`src/core/cpu_regs_consts.svh`:
```
// Register indices, flag bit positions, reset values for the core register set.
// Assumes inclusion by bare name from the register file and its package users.
`ifndef CPU_REGS_CONSTS_SVH
`define CPU_REGS_CONSTS_SVH

// ----------------------------------------------------------------------------
// Register port addresses (word index; pair addresses span two registers)
// ----------------------------------------------------------------------------
`define ADDR_DATA_ZERO       5'h00
`define ADDR_DATA_ONE        5'h01
`define ADDR_DATA_TWO        5'h02
`define ADDR_DATA_THREE      5'h03
`define ADDR_ADDR_ZERO       5'h04
`define ADDR_ADDR_ONE        5'h05
`define ADDR_FRAME_BASE      5'h06
`define ADDR_VECTOR_BASE     5'h07
`define ADDR_NEXT_INSTR      5'h08
`define ADDR_USER_SP         5'h09
`define ADDR_INTR_SP         5'h0A
`define ADDR_STATIC_BASE     5'h0B
`define ADDR_FLAG_WORD       5'h0C
`define ADDR_ACTIVE_SP       5'h0D
`define ADDR_DATA_PAIR_LOW   5'h0E
`define ADDR_DATA_PAIR_HIGH  5'h0F
`define ADDR_ADDR_PAIR       5'h10
`define ADDR_DATA_ZERO_LO    5'h11
`define ADDR_DATA_ZERO_HI    5'h12
`define ADDR_DATA_ONE_LO     5'h13
`define ADDR_DATA_ONE_HI     5'h14

// ----------------------------------------------------------------------------
// Banked set and flag word layout
// ----------------------------------------------------------------------------
`define BANK_ENTRIES         7
`define BANK_COUNT           2
`define FLAG_WIDTH           11
`define FLAG_C               0
`define FLAG_D               1
`define FLAG_Z               2
`define FLAG_S               3
`define FLAG_B               4
`define FLAG_O               5
`define FLAG_I               6
`define FLAG_U               7
`define FLAG_IPL_LSB         8
`define FLAG_IPL_MSB         10
`define FLAG_RESET           11'h000
`define SWI_STACK_CLEAR_MAX  6'h1F

`endif

```
`src/core/cpu_regs_pkg.sv`:
```
// Types shared by the core register set and the execution logic beside it.
// Widths and codes here are written out, not taken from the constants header.
package cpu_regs_pkg;

   // Operand size of the ALU result that sets the condition flags
   typedef enum logic [1:0] {
      SIZE_BYTE = 2'b00,
      SIZE_WORD = 2'b01,
      SIZE_LONG = 2'b10
   } alu_size_type;

   // Condition update from the ALU, one cycle per operation
   typedef struct packed {
      logic         valid;
      alu_size_type size;
      logic [31:0]  result;
      logic         carry;
      logic         overflow;
      logic         upd_carry;
      logic         upd_zero;
      logic         upd_sign;
      logic         upd_overflow;
   } alu_update_type;

   // Program counter step or jump
   typedef struct packed {
      logic        load;
      logic [19:0] target;
      logic [3:0]  advance;
   } pc_update_type;

   // Interrupt acknowledge and software interrupt events
   typedef struct packed {
      logic       hw_ack;
      logic       sw_exec;
      logic [5:0] sw_number;
      logic       load_level;
      logic [2:0] new_level;
   } int_event_type;

   // Pending maskable request offered for acceptance
   typedef struct packed {
      logic       valid;
      logic [2:0] level;
   } irq_request_type;

endpackage : cpu_regs_pkg

```
`src/core/cpu_register_file_flags.sv`:
```
// Processor state registers: two banks of data/address/frame-base registers,
// program counter, vector table base, stack pointers, static base, flag word.
// Assumes execution logic on the same clock drives the register port and
// the ALU, program counter and interrupt event inputs.
//
// Function
// [RULE1] Thirteen registers, seven of them banked twice
// [RULE2] Data registers 16 bits, first two byte-split
// [RULE3] Data pairs form two 32-bit registers
// [RULE4] Address registers pair, second is upper half
// [RULE5] Frame base is 16 bits, frame addressing base
// [RULE6] Static base is 16 bits, static addressing base
// [RULE7] Vector table base holds 20-bit table address
// [RULE8] Program counter holds 20-bit next instruction address
// [RULE9] Stack flag picks interrupt or user pointer
// [RULE10] Hardware ack or low software interrupt clears stack flag
// [RULE11] Flag word is 11 bits of state
// [RULE12] Carry flag captures ALU carry or shift-out
// [RULE13] Software keeps debug flag at zero
// [RULE14] Zero flag tracks zero result
// [RULE15] Sign flag tracks negative result
// [RULE16] Bank flag selects register bank
// [RULE17] Overflow flag tracks overflow
// [RULE18] Interrupt enable gates, cleared on acknowledge
// [RULE19] Request accepted only above priority level
// [RULE20] Reserved flag bit written zero, reads undefined
// [RULE21] Reset clears flags, bank zero, interrupt stack
//
// Chosen here: the register addresses and the strobed register port.
`timescale 1ns/1ps
`include "cpu_regs_consts.svh"

module cpu_register_file_flags (
   input  wire logic                         i_clk,       // Core clock, 100 MHz
   input  wire logic                         i_rst,       // Synchronous reset, high
   input  wire logic                         i_ce,        // Clock enable, freezes state
   input  wire logic [4:0]                   i_addr,      // Register address
   input  wire logic [31:0]                  i_wdata,     // Write data
   input  wire logic                         i_wr,        // Write strobe
   input  wire logic                         i_rd,        // Read strobe
   input  wire cpu_regs_pkg::alu_update_type  i_alu,       // ALU condition update
   input  wire cpu_regs_pkg::pc_update_type   i_pc,        // Program counter update
   input  wire cpu_regs_pkg::int_event_type   i_int,       // Interrupt events
   input  wire cpu_regs_pkg::irq_request_type i_irq,       // Pending maskable request
   output logic [31:0]                        o_rdata,     // Read data, cycle after read
   output logic [10:0]                        o_flags,     // Flag word
   output logic [19:0]                        o_pc,        // Next instruction address
   output logic [19:0]                        o_vector_base, // Vector table base
   output logic [15:0]                        o_frame_base,  // Active bank frame base
   output logic [15:0]                        o_static_base, // Static base
   output logic [15:0]                        o_active_sp,   // Selected stack pointer
   output logic                               o_irq_accept   // Request accepted
);

   // ----------------------------------------------------------------------------
   // Storage
   // ----------------------------------------------------------------------------
   logic [`FLAG_WIDTH-1:0]  flags_ff;
   logic [`FLAG_WIDTH-1:0]  nxt_flags;
   logic [19:0]             pc_ff;
   logic [19:0]             vector_base_ff;
   logic [15:0]             usp_ff;
   logic [15:0]             isp_ff;
   logic [15:0]             static_base_ff;
   logic [15:0]             frame_base_ff;
   logic [15:0]             active_sp_ff;
   logic [31:0]             rdata_ff;
   logic                    irq_accept_ff;
   logic [31:0]             read_value;
   logic                    res_zero;
   logic                    res_sign;
   logic                    bank_sel;
   logic [`BANK_ENTRIES-1:0][15:0] bank_view [0:`BANK_COUNT-1];
   logic [`BANK_ENTRIES-1:0][15:0] cur_bank;

   assign bank_sel = flags_ff[`FLAG_B];                     // RULE16
   assign cur_bank = bank_view[bank_sel];

   // ----------------------------------------------------------------------------
   // Banked registers, one copy per bank
   // ----------------------------------------------------------------------------
   // Only the bank picked by the flag word takes writes; the other holds.
   generate
      for (genvar gb = 0; gb < `BANK_COUNT; gb++)
      begin : g_bank
         logic [`BANK_ENTRIES-1:0][15:0] regs_ff;
         always_ff @(posedge i_clk)
         begin
            if (i_rst)
            begin
               regs_ff <= '0;
            end
            else if (i_ce && i_wr && (bank_sel == 1'(gb)))  // RULE1
            begin
               case (i_addr)
                  `ADDR_DATA_PAIR_LOW:                        // RULE3
                  begin
                     regs_ff[0] <= i_wdata[15:0];
                     regs_ff[2] <= i_wdata[31:16];
                  end
                  `ADDR_DATA_PAIR_HIGH:                       // RULE3
                  begin
                     regs_ff[1] <= i_wdata[15:0];
                     regs_ff[3] <= i_wdata[31:16];
                  end
                  `ADDR_ADDR_PAIR:                            // RULE4
                  begin
                     regs_ff[4] <= i_wdata[15:0];
                     regs_ff[5] <= i_wdata[31:16];
                  end
                  `ADDR_DATA_ZERO_LO: regs_ff[0][7:0]  <= i_wdata[7:0];   // RULE2
                  `ADDR_DATA_ZERO_HI: regs_ff[0][15:8] <= i_wdata[7:0];   // RULE2
                  `ADDR_DATA_ONE_LO:  regs_ff[1][7:0]  <= i_wdata[7:0];   // RULE2
                  `ADDR_DATA_ONE_HI:  regs_ff[1][15:8] <= i_wdata[7:0];   // RULE2
                  default:
                  begin
                     // Plain 16-bit views share their index with their address
                     if (i_addr < 5'(`BANK_ENTRIES))
                        regs_ff[i_addr[2:0]] <= i_wdata[15:0];          // RULE5
                  end
               endcase
            end
         end
         assign bank_view[gb] = regs_ff;
      end
   endgenerate

   // ----------------------------------------------------------------------------
   // ALU result classification
   // ----------------------------------------------------------------------------
   // Zero and sign follow the operand size, not the full 32-bit bus
   always_comb
   begin
      case (i_alu.size)
         cpu_regs_pkg::SIZE_BYTE:
         begin
            res_zero = (i_alu.result[7:0] == 8'h00);
            res_sign = i_alu.result[7];
         end
         cpu_regs_pkg::SIZE_LONG:
         begin
            res_zero = (i_alu.result == 32'h0000_0000);
            res_sign = i_alu.result[31];
         end
         default:
         begin
            res_zero = (i_alu.result[15:0] == 16'h0000);
            res_sign = i_alu.result[15];
         end
      endcase
   end

   // ----------------------------------------------------------------------------
   // Flag word next value
   // ----------------------------------------------------------------------------
   // Priority: register write, then ALU, then interrupt events. Hardware
   // events are applied last so a racing software write cannot undo them.
   always_comb
   begin
      nxt_flags = flags_ff;
      if (i_wr && (i_addr == `ADDR_FLAG_WORD))
         nxt_flags = i_wdata[`FLAG_WIDTH-1:0];              // RULE11 RULE20
      if (i_alu.valid)
      begin
         if (i_alu.upd_carry)
            nxt_flags[`FLAG_C] = i_alu.carry;               // RULE12
         if (i_alu.upd_zero)
            nxt_flags[`FLAG_Z] = res_zero;                  // RULE14
         if (i_alu.upd_sign)
            nxt_flags[`FLAG_S] = res_sign;                  // RULE15
         if (i_alu.upd_overflow)
            nxt_flags[`FLAG_O] = i_alu.overflow;            // RULE17
      end
      if (i_int.hw_ack || i_int.sw_exec)
         nxt_flags[`FLAG_I] = 1'b0;                         // RULE18
      if (i_int.hw_ack || (i_int.sw_exec && (i_int.sw_number <= `SWI_STACK_CLEAR_MAX)))
         nxt_flags[`FLAG_U] = 1'b0;                         // RULE10
      if (i_int.load_level)
         nxt_flags[`FLAG_IPL_MSB:`FLAG_IPL_LSB] = i_int.new_level;
   end

   // Flag word register; reset ignores the clock enable
   always_ff @(posedge i_clk)
   begin
      if (i_rst)
         flags_ff <= `FLAG_RESET;                           // RULE21
      else if (i_ce)
         flags_ff <= nxt_flags;
   end

   // ----------------------------------------------------------------------------
   // Program counter
   // ----------------------------------------------------------------------------
   // Core jumps and steps take precedence over a register-port write
   always_ff @(posedge i_clk)
   begin
      if (i_rst)
         pc_ff <= 20'h00000;
      else if (i_ce)
      begin
         if (i_pc.load)
            pc_ff <= i_pc.target;                           // RULE8
         else if (i_pc.advance != 4'h0)
            pc_ff <= pc_ff + 20'(i_pc.advance);             // RULE8
         else if (i_wr && (i_addr == `ADDR_NEXT_INSTR))
            pc_ff <= i_wdata[19:0];
      end
   end

   // ----------------------------------------------------------------------------
   // Unbanked base registers
   // ----------------------------------------------------------------------------
   always_ff @(posedge i_clk)
   begin
      if (i_rst)
      begin
         vector_base_ff <= 20'h00000;
         static_base_ff <= 16'h0000;
      end
      else if (i_ce && i_wr)
      begin
         if (i_addr == `ADDR_VECTOR_BASE)
            vector_base_ff <= i_wdata[19:0];                // RULE7
         if (i_addr == `ADDR_STATIC_BASE)
            static_base_ff <= i_wdata[15:0];                // RULE6
      end
   end

   // ----------------------------------------------------------------------------
   // Stack pointers
   // ----------------------------------------------------------------------------
   // The active-pointer address lands in whichever pointer the flag selects
   always_ff @(posedge i_clk)
   begin
      if (i_rst)
      begin
         usp_ff <= 16'h0000;
         isp_ff <= 16'h0000;
      end
      else if (i_ce && i_wr)
      begin
         if ((i_addr == `ADDR_USER_SP) ||
             ((i_addr == `ADDR_ACTIVE_SP) && flags_ff[`FLAG_U]))
            usp_ff <= i_wdata[15:0];                        // RULE9
         if ((i_addr == `ADDR_INTR_SP) ||
             ((i_addr == `ADDR_ACTIVE_SP) && !flags_ff[`FLAG_U]))
            isp_ff <= i_wdata[15:0];                        // RULE9
      end
   end

   // Registered views: one cycle behind, so outputs come from flops
   always_ff @(posedge i_clk)
   begin
      if (i_rst)
      begin
         active_sp_ff  <= 16'h0000;
         frame_base_ff <= 16'h0000;
      end
      else if (i_ce)
      begin
         active_sp_ff  <= flags_ff[`FLAG_U] ? usp_ff : isp_ff;   // RULE9
         frame_base_ff <= cur_bank[6];                           // RULE5
      end
   end

   // ----------------------------------------------------------------------------
   // Interrupt acceptance
   // ----------------------------------------------------------------------------
   // Strictly greater than the level, so level 7 masks every request
   always_ff @(posedge i_clk)
   begin
      if (i_rst)
         irq_accept_ff <= 1'b0;
      else if (i_ce)
         irq_accept_ff <= i_irq.valid && flags_ff[`FLAG_I] &&
                          (i_irq.level > flags_ff[`FLAG_IPL_MSB:`FLAG_IPL_LSB]); // RULE19
   end

   // ----------------------------------------------------------------------------
   // Read path
   // ----------------------------------------------------------------------------
   // Unmapped addresses read as zero; the flag word reads back all 11 bits as stored
   always_comb
   begin
      case (i_addr)
         `ADDR_VECTOR_BASE:    read_value = {12'h000, vector_base_ff};
         `ADDR_NEXT_INSTR:     read_value = {12'h000, pc_ff};
         `ADDR_USER_SP:        read_value = {16'h0000, usp_ff};
         `ADDR_INTR_SP:        read_value = {16'h0000, isp_ff};
         `ADDR_STATIC_BASE:    read_value = {16'h0000, static_base_ff};
         `ADDR_FLAG_WORD:      read_value = {21'h000000, flags_ff};     // RULE20
         `ADDR_ACTIVE_SP:      read_value = {16'h0000, flags_ff[`FLAG_U] ? usp_ff : isp_ff};
         `ADDR_DATA_PAIR_LOW:  read_value = {cur_bank[2], cur_bank[0]}; // RULE3
         `ADDR_DATA_PAIR_HIGH: read_value = {cur_bank[3], cur_bank[1]}; // RULE3
         `ADDR_ADDR_PAIR:      read_value = {cur_bank[5], cur_bank[4]}; // RULE4
         `ADDR_DATA_ZERO_LO:   read_value = {24'h000000, cur_bank[0][7:0]};
         `ADDR_DATA_ZERO_HI:   read_value = {24'h000000, cur_bank[0][15:8]};
         `ADDR_DATA_ONE_LO:    read_value = {24'h000000, cur_bank[1][7:0]};
         `ADDR_DATA_ONE_HI:    read_value = {24'h000000, cur_bank[1][15:8]};
         default:
         begin
            if (i_addr < 5'(`BANK_ENTRIES))
               read_value = {16'h0000, cur_bank[i_addr[2:0]]};
            else
               read_value = 32'h0000_0000;
         end
      endcase
   end

   // Read data stands only in the cycle after the strobe
   always_ff @(posedge i_clk)
   begin
      if (i_rst)
         rdata_ff <= 32'h0000_0000;
      else if (i_ce)
         rdata_ff <= i_rd ? read_value : 32'h0000_0000;
   end

   assign o_rdata       = rdata_ff;
   assign o_flags       = flags_ff;
   assign o_pc          = pc_ff;
   assign o_vector_base = vector_base_ff;
   assign o_frame_base  = frame_base_ff;
   assign o_static_base = static_base_ff;
   assign o_active_sp   = active_sp_ff;
   assign o_irq_accept  = irq_accept_ff;
endmodule : cpu_register_file_flags

```
`config.mk`:
```
export PLATFORM = sky130hd
export DESIGN_NAME = cpu_register_file_flags
export DESIGN_NICKNAME = d
export VERILOG_FILES = /design/src/core/cpu_regs_pkg.sv /design/src/core/cpu_register_file_flags.sv
export VERILOG_INCLUDE_DIRS = /design/src /design/src/core
export SDC_FILE = /design/constraint.sdc
export NUM_CORES = 1
export LEC_CHECK = 0
export ABC_CLOCK_PERIOD_IN_PS = 3000
export BUFFER_PORTS_ARGS = -buffer_cell sky130_fd_sc_hd__buf_2
export CAP_MARGIN = 20
export CELL_PAD_IN_SITES_DETAIL_PLACEMENT = 1
export CELL_PAD_IN_SITES_GLOBAL_PLACEMENT = 1
export CORE_MARGIN = 3
export CORE_UTILIZATION = 44
export DETAILED_ROUTE_END_ITERATION = 10
export PLACE_DENSITY = 0.82
export SLEW_MARGIN = 25
export SYNTH_ARGS = -nofsm -noshare
export SYNTH_HDL_FRONTEND = slang
export SYNTH_SLANG_ARGS = --single-unit
export TNS_END_PERCENT = 1
```
`constraint.sdc`:
```
create_clock -name i_clk -period 3 [get_ports i_clk]
set_input_delay 0.3 -clock i_clk [delete_from_list [all_inputs] [get_ports i_clk]]
set_output_delay 0.3 -clock i_clk [all_outputs]
set_load 0.02 [all_outputs]
```
==> results of run 1 <==
[tightest hold or removal path: stages]
cell and delay (ns):
buf_2 0.09, o21a_1 0.12, nor3_1 0.04
[worst max-delay path by stage]
stage	endpoint	slack (ns)	cells after the start	startpoint
after floorplan	o_pc[12]	0.72	9	o_pc[0]
after global placement	o_rdata[11]	0.45	7	i_addr[0]
after detailed placement	isp_ff[8]	0.39	7	i_addr[3]
after CTS	o_rdata[13]	0.57	6	o_flags[4]
after global routing	o_pc[15]	0.45	6	o_pc[1]
final	o_rdata[13]	0.52	6	o_flags[4]
[metal layers]
layer	global-route usage, %	routed length (um)	vias up
met5	0	14	-
met4	15.2	3910	4
met1	48.7	37300	9891
met2	59.2	40900	761
met3	5.34	6030	189
li1	-	-	8549
[through the flow]
step | area (um^2) | util, % | power (mW) | cells
after floorplan | 19400 | - | 6.04 | 2212
after global placement | 21500 | 49.6 | 6.54 | 2954
after global routing | 23000 | 53.1 | 12.4 | 3033
after CTS | 23000 | 53.1 | 12.1 | 3033
after detailed placement | 21500 | 49.6 | 6.58 | 2954
final | 23000 | 53.1 | 12.1 | 3034
[layout by cell type (no fill, tap or decap), types with 15 or more instances in the layout]
cell type,count
a211oi_1,185
a21oi_1,132
a221oi_1,15
a22oi_1,79
and3_1,15
buf_2,248
buf_4,101
clkbuf_16,44
dfxtp_1,387
mux2_2,21
mux2i_1,191
mux4_2,29
nand2_1,207
nand2b_1,23
nand3_1,31
nor2_1,336
nor2b_1,21
nor3_1,16
o21ai_0,39
o22ai_1,25
o2bb2ai_1,16
[cell type report]
| class | instances | share of cell area, % |
|---|---|---|
| clock inverters | 14 | 0.843 |
| well taps | 585 | 3.18 |
| repair buffers | 364 | 9.93 |
| clock buffers | 64 | 5.55 |
| diodes | 1 | 0.0109 |
| multi-input cells | 1604 | 46.5 |
| flip-flops and latches | 388 | 33.8 |
| inverters | 14 | 0.228 |
[report_power, final]
group	switching, mW	internal (mW)	leakage [nW]	total (mW)
clock	2.28	3.30	0.718	5.58
combinational	0.819	0.367	4.34	1.19
sequential	0.0885	5.22	3.14	5.31
[registers in the layout, summed over array words and instances, names as in the netlist]
| name | cells |
|---|---|
| o_irq_accept | 1 |
| usp_ff | 16 |
| o_static_base | 16 |
| o_vector_base | 20 |
| o_frame_base | 16 |
| bank_view | 224 |
| o_flags | 11 |
| isp_ff | 16 |
| o_active_sp | 16 |
| o_rdata | 32 |
| o_pc | 20 |
[cells by family after synthesis]
| logic type | Yosys count | share of synthesized area (%) |
|---|---|---|
| AND/OR/NAND/NOR | 725 | 16.7 |
| AO/OA/AOI/OAI | 626 | 23.1 |
| flip-flops | 388 | 40.0 |
| multiplexers | 241 | 14.4 |
| buffers and inverters | 220 | 5.09 |
| adder cells (fa/ha/maj) | 8 | 0.554 |
| XOR/XNOR | 4 | 0.180 |
==> summary.md, run 1 <==
| Metric | Value |
|---|---|
| Clock root cell | clkbuf_16 |
| #FFs+latches synth | 388 |
| CTS tree | done |
| Max-slew violation count | 0 |
| Initial Util | 44.8% |
| VDD IR max | 472 uV |
| Vias per cell | between 6 and 7 |
| WHS Path Cells | 3 |
| Critical Path RT | between 3 and 4 ns |
| Post-synth top cells | dfxtp_1 (388), nor2_1 (337), nand2_1 (207), mux2i_1 (191), a211oi_1 (185) |
| Fmax | between 400 and 500 MHz |
| WL/cell | 29.0 um |
| Drt first pass iters | 6 |
| Setup ws final | 0.523 ns |
| R2R depth | 6 |
| Vias | just under 20000 |
| Multi-input logic area | 10700 um^2 |
| Final hold violation count | 0 |
| Nets | 2547 |
| Die Y | 216 um |
| Filler cell count | 5147 |
| Drt total wl | 88100 um |
| Slowest stage delay, CP | approximately 0.69 ns |
| Hold buffer count at cts | 1 |
| Worst-margin pin slew | 1.06 ns |
| Ys flop type | dfxtp_1 |
| Worst path top cell family by delay | flip-flops |
| Slowest CP cell | dfxtp_4 |
| Initial antenna violation count | 2 |
| Worst hold endpoint | o_flags[6] |
| Vias in the first global route | 19770 |
| DRC viols | 0 |
| Final setup viols | 0 |
| Input/output buffers | 250 |
| Static leakage | 8.20 nW |
| Clock buffer depth | 3 |
| Count leader, synth | dfxtp_1 |
| Syn Area/Cell | approximately 9 um^2 |
| Post-CTS setup buffer count | 0 |
| Status | complete, no violations |
| Worst Hold Class | in -> reg |
| Worst hold slack | around 0.018 ns |
| Post-layout minimum cycle time | 2.48 ns |
| Die area | 46700 um^2 |
| Mapped Cells | 2212 |
| Crit path capture type | flop |
| Buf/Inv on CP | 1 |
| Total global routing track utilization | between 30% and 40% |
| Post-cts sizing count | 0 |
| Ranking of synthesized cells by area | dfxtp_1 (40%), mux2i_1 (9.8%), a211oi_1 (7.1%) |
| Yosys cell types | 87 |
| CTS Buf Count | 43 |
| Reg-to-reg endpoint | o_rdata[13] |
| Synth top area share | between 30% and 40% |
| Largest net degree at the start of global routing | 206 |
| Reg-to-reg slack, setup | 0.52 ns |
| Clk sinks | 388 |
| Worst-path maximum fanout | 29 |
| IO Pins | roughly 260 |
| WP data arrival | 2.94 ns |
| Yosys top cell by area | dfxtp_1 |
| Rel. slew slack | 29.0% |
| CP Cell Sequence | buf_12, mux2i_1, nor4_1, a21oi_1, nand4_1, a221o_1 |
| Worst setup path category | reg -> reg |
| Total gr overflow | 0 |
| Storage cell area | 7770 um^2 |
| Sequential share of the synthesized area | about two fifths |
| RSZ-0062 raised after global routing | false |
| GPL Wtd Cong | 1.00 |
| Synth Net Count | 2344 |
| Post-DP HPWL | 63400 um |
| Post-place setup slack | about 0.39 ns |
| Chip width | 216 um |
| Number of max-cap violations | 0 |
| First-pass GRT wire length | 130000 um |
| Core Region | roughly 43000 um^2 |
| H-Tree Depth | 2 |
| Hold wc startpoint | i_int[10] |
| Layout area overhead | 18.4% |
| Worst-Skew Late Latency | 0.58 ns |
| Clock transition at path regs | 0.07 ns |
| Worst r2r src | o_flags[4] |
| DR iter-0 viols | 1969 |
| Post-route clock period utilization | between 80% and 90% |
| ANT nets after route | 0 |
| Post-synth EDFFs | 0 |
| Synth Warn # | 0 |
| Setup Skew | 0.0200 ns |
| Setup TNS | 0 ns |
| Fraction of layout cells with a size suffix above 1 | 21.2% |
| Synth async-reset ratio | 0% |
| Mapped Area | 19400 um^2 |
| Site Rows | 76 |
| Power Density | 525 nW/um^2 |
| Worst Setup Start Kind | flop |
Note: power is estimated with default switching activity, not from simulation.
==> run 2, diff against run 1 <==
--- a/config.mk
+++ b/config.mk
@@ -6,15 +6,15 @@
 export SDC_FILE = /design/constraint.sdc
 export NUM_CORES = 1
 export LEC_CHECK = 0
-export ABC_CLOCK_PERIOD_IN_PS = 3000
+export ABC_CLOCK_PERIOD_IN_PS = 2100
 export BUFFER_PORTS_ARGS = -buffer_cell sky130_fd_sc_hd__buf_2
 export CAP_MARGIN = 20
 export CELL_PAD_IN_SITES_DETAIL_PLACEMENT = 1
 export CELL_PAD_IN_SITES_GLOBAL_PLACEMENT = 1
 export CORE_MARGIN = 3
-export CORE_UTILIZATION = 44
+export CORE_UTILIZATION = 40
 export DETAILED_ROUTE_END_ITERATION = 10
-export PLACE_DENSITY = 0.82
+export PLACE_DENSITY = 0.79
 export SLEW_MARGIN = 25
 export SYNTH_ARGS = -nofsm -noshare
 export SYNTH_HDL_FRONTEND = slang
==> constraint.sdc (replaced) <==
create_clock -name i_clk -period 2.1 [get_ports i_clk]
set_input_delay 0.21 -clock i_clk [delete_from_list [all_inputs] [get_ports i_clk]]
set_output_delay 0.21 -clock i_clk [all_outputs]
set_load 0.02 [all_outputs]
==> summary.md, run 2 (same netlist as run 1, synthesis figures left out) <==
| Metric | Value |
|---|---|
| Worst path most repeated cell | buf_12 |
| Largest net degree at the start of global routing | ~190 |
| WL/cell | between 20 and 30 um |
| Drt first pass iters | 6 |
| Die Y | 226 um |
| Worst-path maximum fanout | 15 |
| Worst setup path category | reg -> reg |
| Net Sw Frac | 26.6% |
| Chip width | 226 um |
| Post-DP HPWL | 69600 um |
| DRC viols | 0 |
| Net Sw Power | roughly 4.7 mW |
| Critical Path RT | approximately 2.5 ns |
| Status | complete, no violations |
| CTS Buf Count | 44 |
| Clock root cell | clkbuf_16 |
| Post-layout minimum cycle time | 2.10 ns |
| Final core occ | between 50% and 60% |
| Reg-to-reg endpoint | bank_view[176] |
| Total global routing track utilization | 36.4% |
| Commonest non-fill, non-tap cell in the layout | dfxtp_1 |
| Worst r2r src | o_flags[4] |
| Vias per cell | 6.20 |
| Placed Cells | 3180 |
| Total gr overflow | 0 |
| Seq pwr share | 42.9% |
| Clock transition at path regs | 0.07 ns |
| Worst hold slack | about 0.021 ns |
| Worst Setup Start Kind | flop |
| CP Cell Sequence | buf_12, buf_4, clkinvlp_4, nand2_2, buf_12, nor3_4, buf_12, mux2i_2, nor2_1 |
| Rel. slew slack | 36.3% |
| Crit path capture type | flop |
| RSZ-0062 raised after global routing | true |
| Worst-Skew Late Latency | 0.59 ns |
| M2 GR Usage | 58.4% |
| Reg-to-reg slack, setup | 0.001 ns |
| Worst Hold Class | in -> reg |
| Final setup viols | 0 |
| Core Region | 47800 um^2 |
| Static leakage | 9.44 nW |
| Cell Area, Placed | about 23000 um^2 |
| Input/output buffers | 250 |
| ANT nets after route | 0 |
| Site Rows | 80 |
| Power Density | 694 nW/um^2 |
| Comb pwr share | 11.4% |
| GPL Wtd Cong | 1.01 |
| Vias | 20345 |
| Fmax | 477 MHz |
| IO Pins | roughly 260 |
| CP endpoint | bank_view[176] |
| Slowest stage delay, CP | 0.37 ns |
| Drt total wl | 95300 um |
| Layout area overhead | 30.7% |
| Multi-input logic area | 10900 um^2 |
| R2R depth | 9 |
| Max-slew violation count | 0 |
| GR peak layer | met2 |
| Max reg flops | 224 |
| Setup Skew | approximately 0.016 ns |
| Initial Util | 40.6% |
| Post-route clock period utilization | 99.9% |
| Met3 usage | 7.08% |
| Filler cell count | 5539 |
| Post-Layout Cell Count | 3280 |
| Clock power frac | 45.7% |
| Slowest CP cell | dfxtp_4 |
| Clock buffer depth | 3 |
| Vias in the first global route | approximately 21000 |
| CTS tree | done |
| Storage cell area | 7770 um^2 |
| H-Tree Depth | 2 |
| Power Internal | 12.9 mW |
| WP data arrival | 2.51 ns |
| Clk sinks | 388 |
| Worst-margin pin slew | approximately 0.96 ns |
| VDD IR max | approximately 720 uV |
| Post-route design area | approximately 25000 um^2 |
| Total power | 17.6 mW |
| CP Launch Point | o_flags[4] |
| Met1 Usage GRT | 47.0% |
| DR iter-0 viols | 1947 |
| Initial antenna violation count | 4 |
| Most frequent cells in the layout | dfxtp_1 (386), nor2_1 (336), buf_4 (259), buf_2 (248), nand2_1 (206) |
| Fraction of layout cells with a size suffix above 1 | 27.9% |
| Final hold violation count | 0 |
| Die area | 51300 um^2 |
| First-pass GRT wire length | 138000 um |
| Number of max-cap violations | 0 |
| Nets | 2765 |
run 2: cell count changes in the layout (fill, tap and decap cells not counted), sizes merged:
cell	delta
clkinv	+2
inv	-2
dlygate4sd3	+16
clkbuf	-1
buf	+201
run 2: layout make-up:
type | count | share of cell area, %
antenna | 1 | 0.00985
sequential | 388 | 30.6
timing repair buffer | 581 | 17.6
tap | 615 | 3.03
inverter | 14 | 0.222
multi-input combinational | 1604 | 42.7
clock inverter | 14 | 0.769
clock buffer | 63 | 5.06
run 2: worst max-delay path: cells and delay by family, from the launching register on:
family        cells  cell delay [ns]
simple gates      3             0.40
mux               1             0.26
buf+inv           5             0.87
flops             1             0.37
run 2: per-layer routing:
metal	wire, um	share of wire [%]	vias to the layer above
met2	43800	46	886
met5	13	0.014	-
li1	-	-	8992
met4	5140	5.4	2
met1	38900	41	10236
met3	7400	7.8	229
run 2: worst min path at each step:
stage | start | end | slack (ns) | depth (start not counted)
after floorplan | i_wdata[16] | o_vector_base[16] | 0.35 | 2
after global placement | bank_view[109] | bank_view[109] | 0.44 | 2
after detailed placement | bank_view[111] | bank_view[111] | 0.45 | 2
after CTS | i_pc[15] | o_pc[11] | 0.001 | 3
after global routing | i_pc[15] | o_pc[11] | 0.03 | 3
final | i_pc[15] | o_pc[11] | 0.02 | 3
run 2: timing repair:
| action | CTS | global route |
|---|---|---|
| endpoints found under the setup margin | 39 | 33 |
| buffers inserted | 5 | 0 |
| pin swaps | 0 | 3 |
| endpoints found under the hold margin | 16 | 0 |
| gates resized for setup | 10 | 34 |
| hold buffers | 17 | 0 |
run 2: through the flow:
step / TNS [ns] / worst slack [ns]
final: 0 / 0.00138
after global routing: -0.101 / -0.0217
after CTS: 0 / 0.0000586
after detailed placement: -11.12 / -0.379
after global placement: -6.42 / -0.350
after floorplan: -0.263 / -0.0639
run 2: power groups by stage:
| stage | sequential, mW | combinational, mW | clock, mW |
|---|---|---|---|
| floorplan | 7.78 | 0.852 | 0 |
| global placement | 7.72 | 1.87 | 0 |
| detailed placement | 7.72 | 1.91 | 0 |
| CTS | 7.56 | 1.95 | 8.12 |
| global route | 7.57 | 2.12 | 8.43 |
| finish | 7.56 | 2.01 | 8.05 |
==> run 3, diff against run 2 <==
--- a/config.mk
+++ b/config.mk
@@ -11,6 +11,7 @@
 export CAP_MARGIN = 20
 export CELL_PAD_IN_SITES_DETAIL_PLACEMENT = 1
 export CELL_PAD_IN_SITES_GLOBAL_PLACEMENT = 1
+export CORE_ASPECT_RATIO = 1.25
 export CORE_MARGIN = 3
 export CORE_UTILIZATION = 40
 export DETAILED_ROUTE_END_ITERATION = 10
==> summary.md, run 3 (same netlist as run 1, synthesis figures left out) <==
| Metric | Value |
|---|---|
| IO Pins | 256 |
| Net Sw Power | 4.58 mW |
| Number of max-cap violations | 0 |
| Power Density | 680 nW/um^2 |
| Final setup viols | 4 |
| Initial Util | between 40% and 50% |
| CP Launch Point | o_flags[4] |
| Worst-path maximum fanout | 10 |
| Clock power frac | 44.1% |
| Comb pwr share | 11.7% |
| Fmax | 461 MHz |
| Drt total wl | 93000 um |
| Post-route clock period utilization | 103% |
| Total gr overflow | 0 |
| Worst Setup Start Kind | flop |
| Clock buffer depth | 3 |
| Worst r2r src | o_flags[4] |
| Status | complete, but fails checks |
| Setup Skew | 0.0169 ns |
| Die area | roughly 51000 um^2 |
| Vias in the first global route | 20964 |
| R2R depth | 7 |
| Fraction of layout cells with a size suffix above 1 | 28.1% |
| Post-layout minimum cycle time | 2.17 ns |
| Clk sinks | approximately 390 |
| Die Y | 252 um |
| DRC viols | 0 |
| GPL Wtd Cong | 1.01 |
| Layout area overhead | 29.3% |
| WP data arrival | around 2.6 ns |
| Vias | 20246 |
| Total global routing track utilization | around a third |
| Static leakage | between 9 and 10 nW |
| ANT nets after route | 0 |
| CTS tree | done |
| Clock root cell | clkbuf_16 |
| Max reg flops | approximately 220 |
| CTS Buf Count | 43 |
| Crit path capture type | flop |
| Input/output buffers | 250 |
| Reg-to-reg slack, setup | -0.07 ns |
| Reg-to-reg endpoint | o_rdata[12] |
| Worst-margin pin slew | around 0.73 ns |
| Worst Hold Class | in -> reg |
| Setup ws final | -0.0689 ns |
| Cell Area, Placed | ~23000 um^2 |
| WL/cell | 28.3 um |
| Worst-Skew Late Latency | slightly below 0.6 ns |
| Core Region | 47700 um^2 |
| DR iter-0 viols | 1608 |
| Most frequent cells in the layout | dfxtp_1 (385), nor2_1 (335), buf_4 (258), buf_2 (248), nand2_1 (207) |
| First-pass GRT wire length | 137000 um |
| Chip width | ~200 um |
| Post-DP HPWL | 69200 um |
| Final hold violation count | 0 |
| CP endpoint | o_rdata[12] |
| Largest net degree at the start of global routing | 135 |
| Critical Path RT | 2.54 ns |
| Clock transition at path regs | 0.06 ns |
| Drt first pass iters | 5 |
| Net Sw Frac | 26.8% |
| Rel. slew slack | between 50% and 60% |
| Initial antenna violation count | 3 |
| Power Internal | 12.5 mW |
| Vias per cell | 6.17 |
| Seq pwr share | 44.2% |
| Commonest non-fill, non-tap cell in the layout | dfxtp_1 |
| Site Rows | 89 |
| Total power | approximately 17 mW |
| Worst hold slack | 0.00649 ns |
| Post-route design area | 25100 um^2 |
| Filler cell count | around 5600 |
| Worst setup path category | reg -> reg |
| H-Tree Depth | 2 |
| VDD IR max | 517 uV |
| Nets | approximately 2700 |
| Max-slew violation count | 0 |
| RSZ-0062 raised after global routing | true |
| Failing checks | setup timing |
[run 3: cell types whose count changed in the layout (fill, tap and decap cells not counted), moves of 3 or more]
cell and delta:
mux2i_2 +3, mux2i_1 -5, dlygate4sd3_1 -4, a211oi_2 +3, a211oi_1 -3, clkbuf_16 -3
buf_12 -9
[run 3: power groups by stage]
stage / Sequential (mW) / Combinational [mW] / Clock [mW]
2_1_floorplan: 7.78 / 0.852 / 0
3_3_place_gp: 7.71 / 1.85 / 0
3_5_place_dp: 7.72 / 1.89 / 0
4_1_cts: 7.56 / 1.93 / 7.62
5_1_grt: 7.57 / 2.09 / 7.91
6_report: 7.56 / 1.99 / 7.54
[run 3: critical path, cell delays in order, from the launching register on]
cell	delay, ns
dfxtp_4	0.45
buf_8	0.19
buf_4	0.18
mux4_2	0.40
and2_1	0.22
a31oi_1	0.15
a211o_1	0.26
a41oi_1	0.15
[run 3: worst min path at each step]
stage,start,end,depth (start not counted)
6_report,i_pc[12],o_pc[8],3
5_1_grt,i_alu[4],o_flags[5],3
4_1_cts,i_pc[12],o_pc[8],3
3_5_place_dp,bank_view[103],bank_view[103],2
3_3_place_gp,bank_view[101],bank_view[101],2
2_1_floorplan,i_wdata[16],o_vector_base[16],2
[run 3: metal layers]
metal / wire [um] / track usage, % / vias to the layer above / part of all wire (%)
met3: 5650 / 4.73 / 251 / 6.1
met5: 15 / 0 / - / 0.016
li1: - / - / 8936 / -
met1: 36800 / 43.9 / 10214 / 40
met4: 5430 / 17.6 / 4 / 5.8
met2: 45100 / 60.1 / 841 / 48
[run 3: what timing repair did]
item,in CTS,in global routing
cloned,0,1
setup buffers,3,0
resized for setup,19,42
endpoints found under the hold margin,11,0
setup endpoints to repair,13,27
pin swaps,4,9
hold buffers,13,0
[run 3: metrics by stage]
stage	TNS [ns]	util [%]	setup WS [ns]	cells
2_1_floorplan	-0.263	-	-0.0639	2212
3_3_place_gp	-8.14	49.0	-0.274	3192
3_5_place_dp	-8.68	49.0	-0.268	3192
4_1_cts	-0.127	52.3	-0.0546	3280
5_1_grt	-0.328	52.7	-0.0788	3283
6_report	-0.141	52.7	-0.0689	3283
[run 3: layout make-up]
cell class | count | area (um^2) | area share [%]
diodes | 2 | 5.00 | 0.0199
multi-input cells | 1604 | 10900 | 43.5
flip-flops and latches | 388 | 7770 | 30.9
clock inverters | 11 | 133 | 0.528
inverters | 14 | 52.6 | 0.209
well taps | 637 | 797 | 3.17
clock buffers | 61 | 1230 | 4.91
repair buffers | 566 | 4200 | 16.7
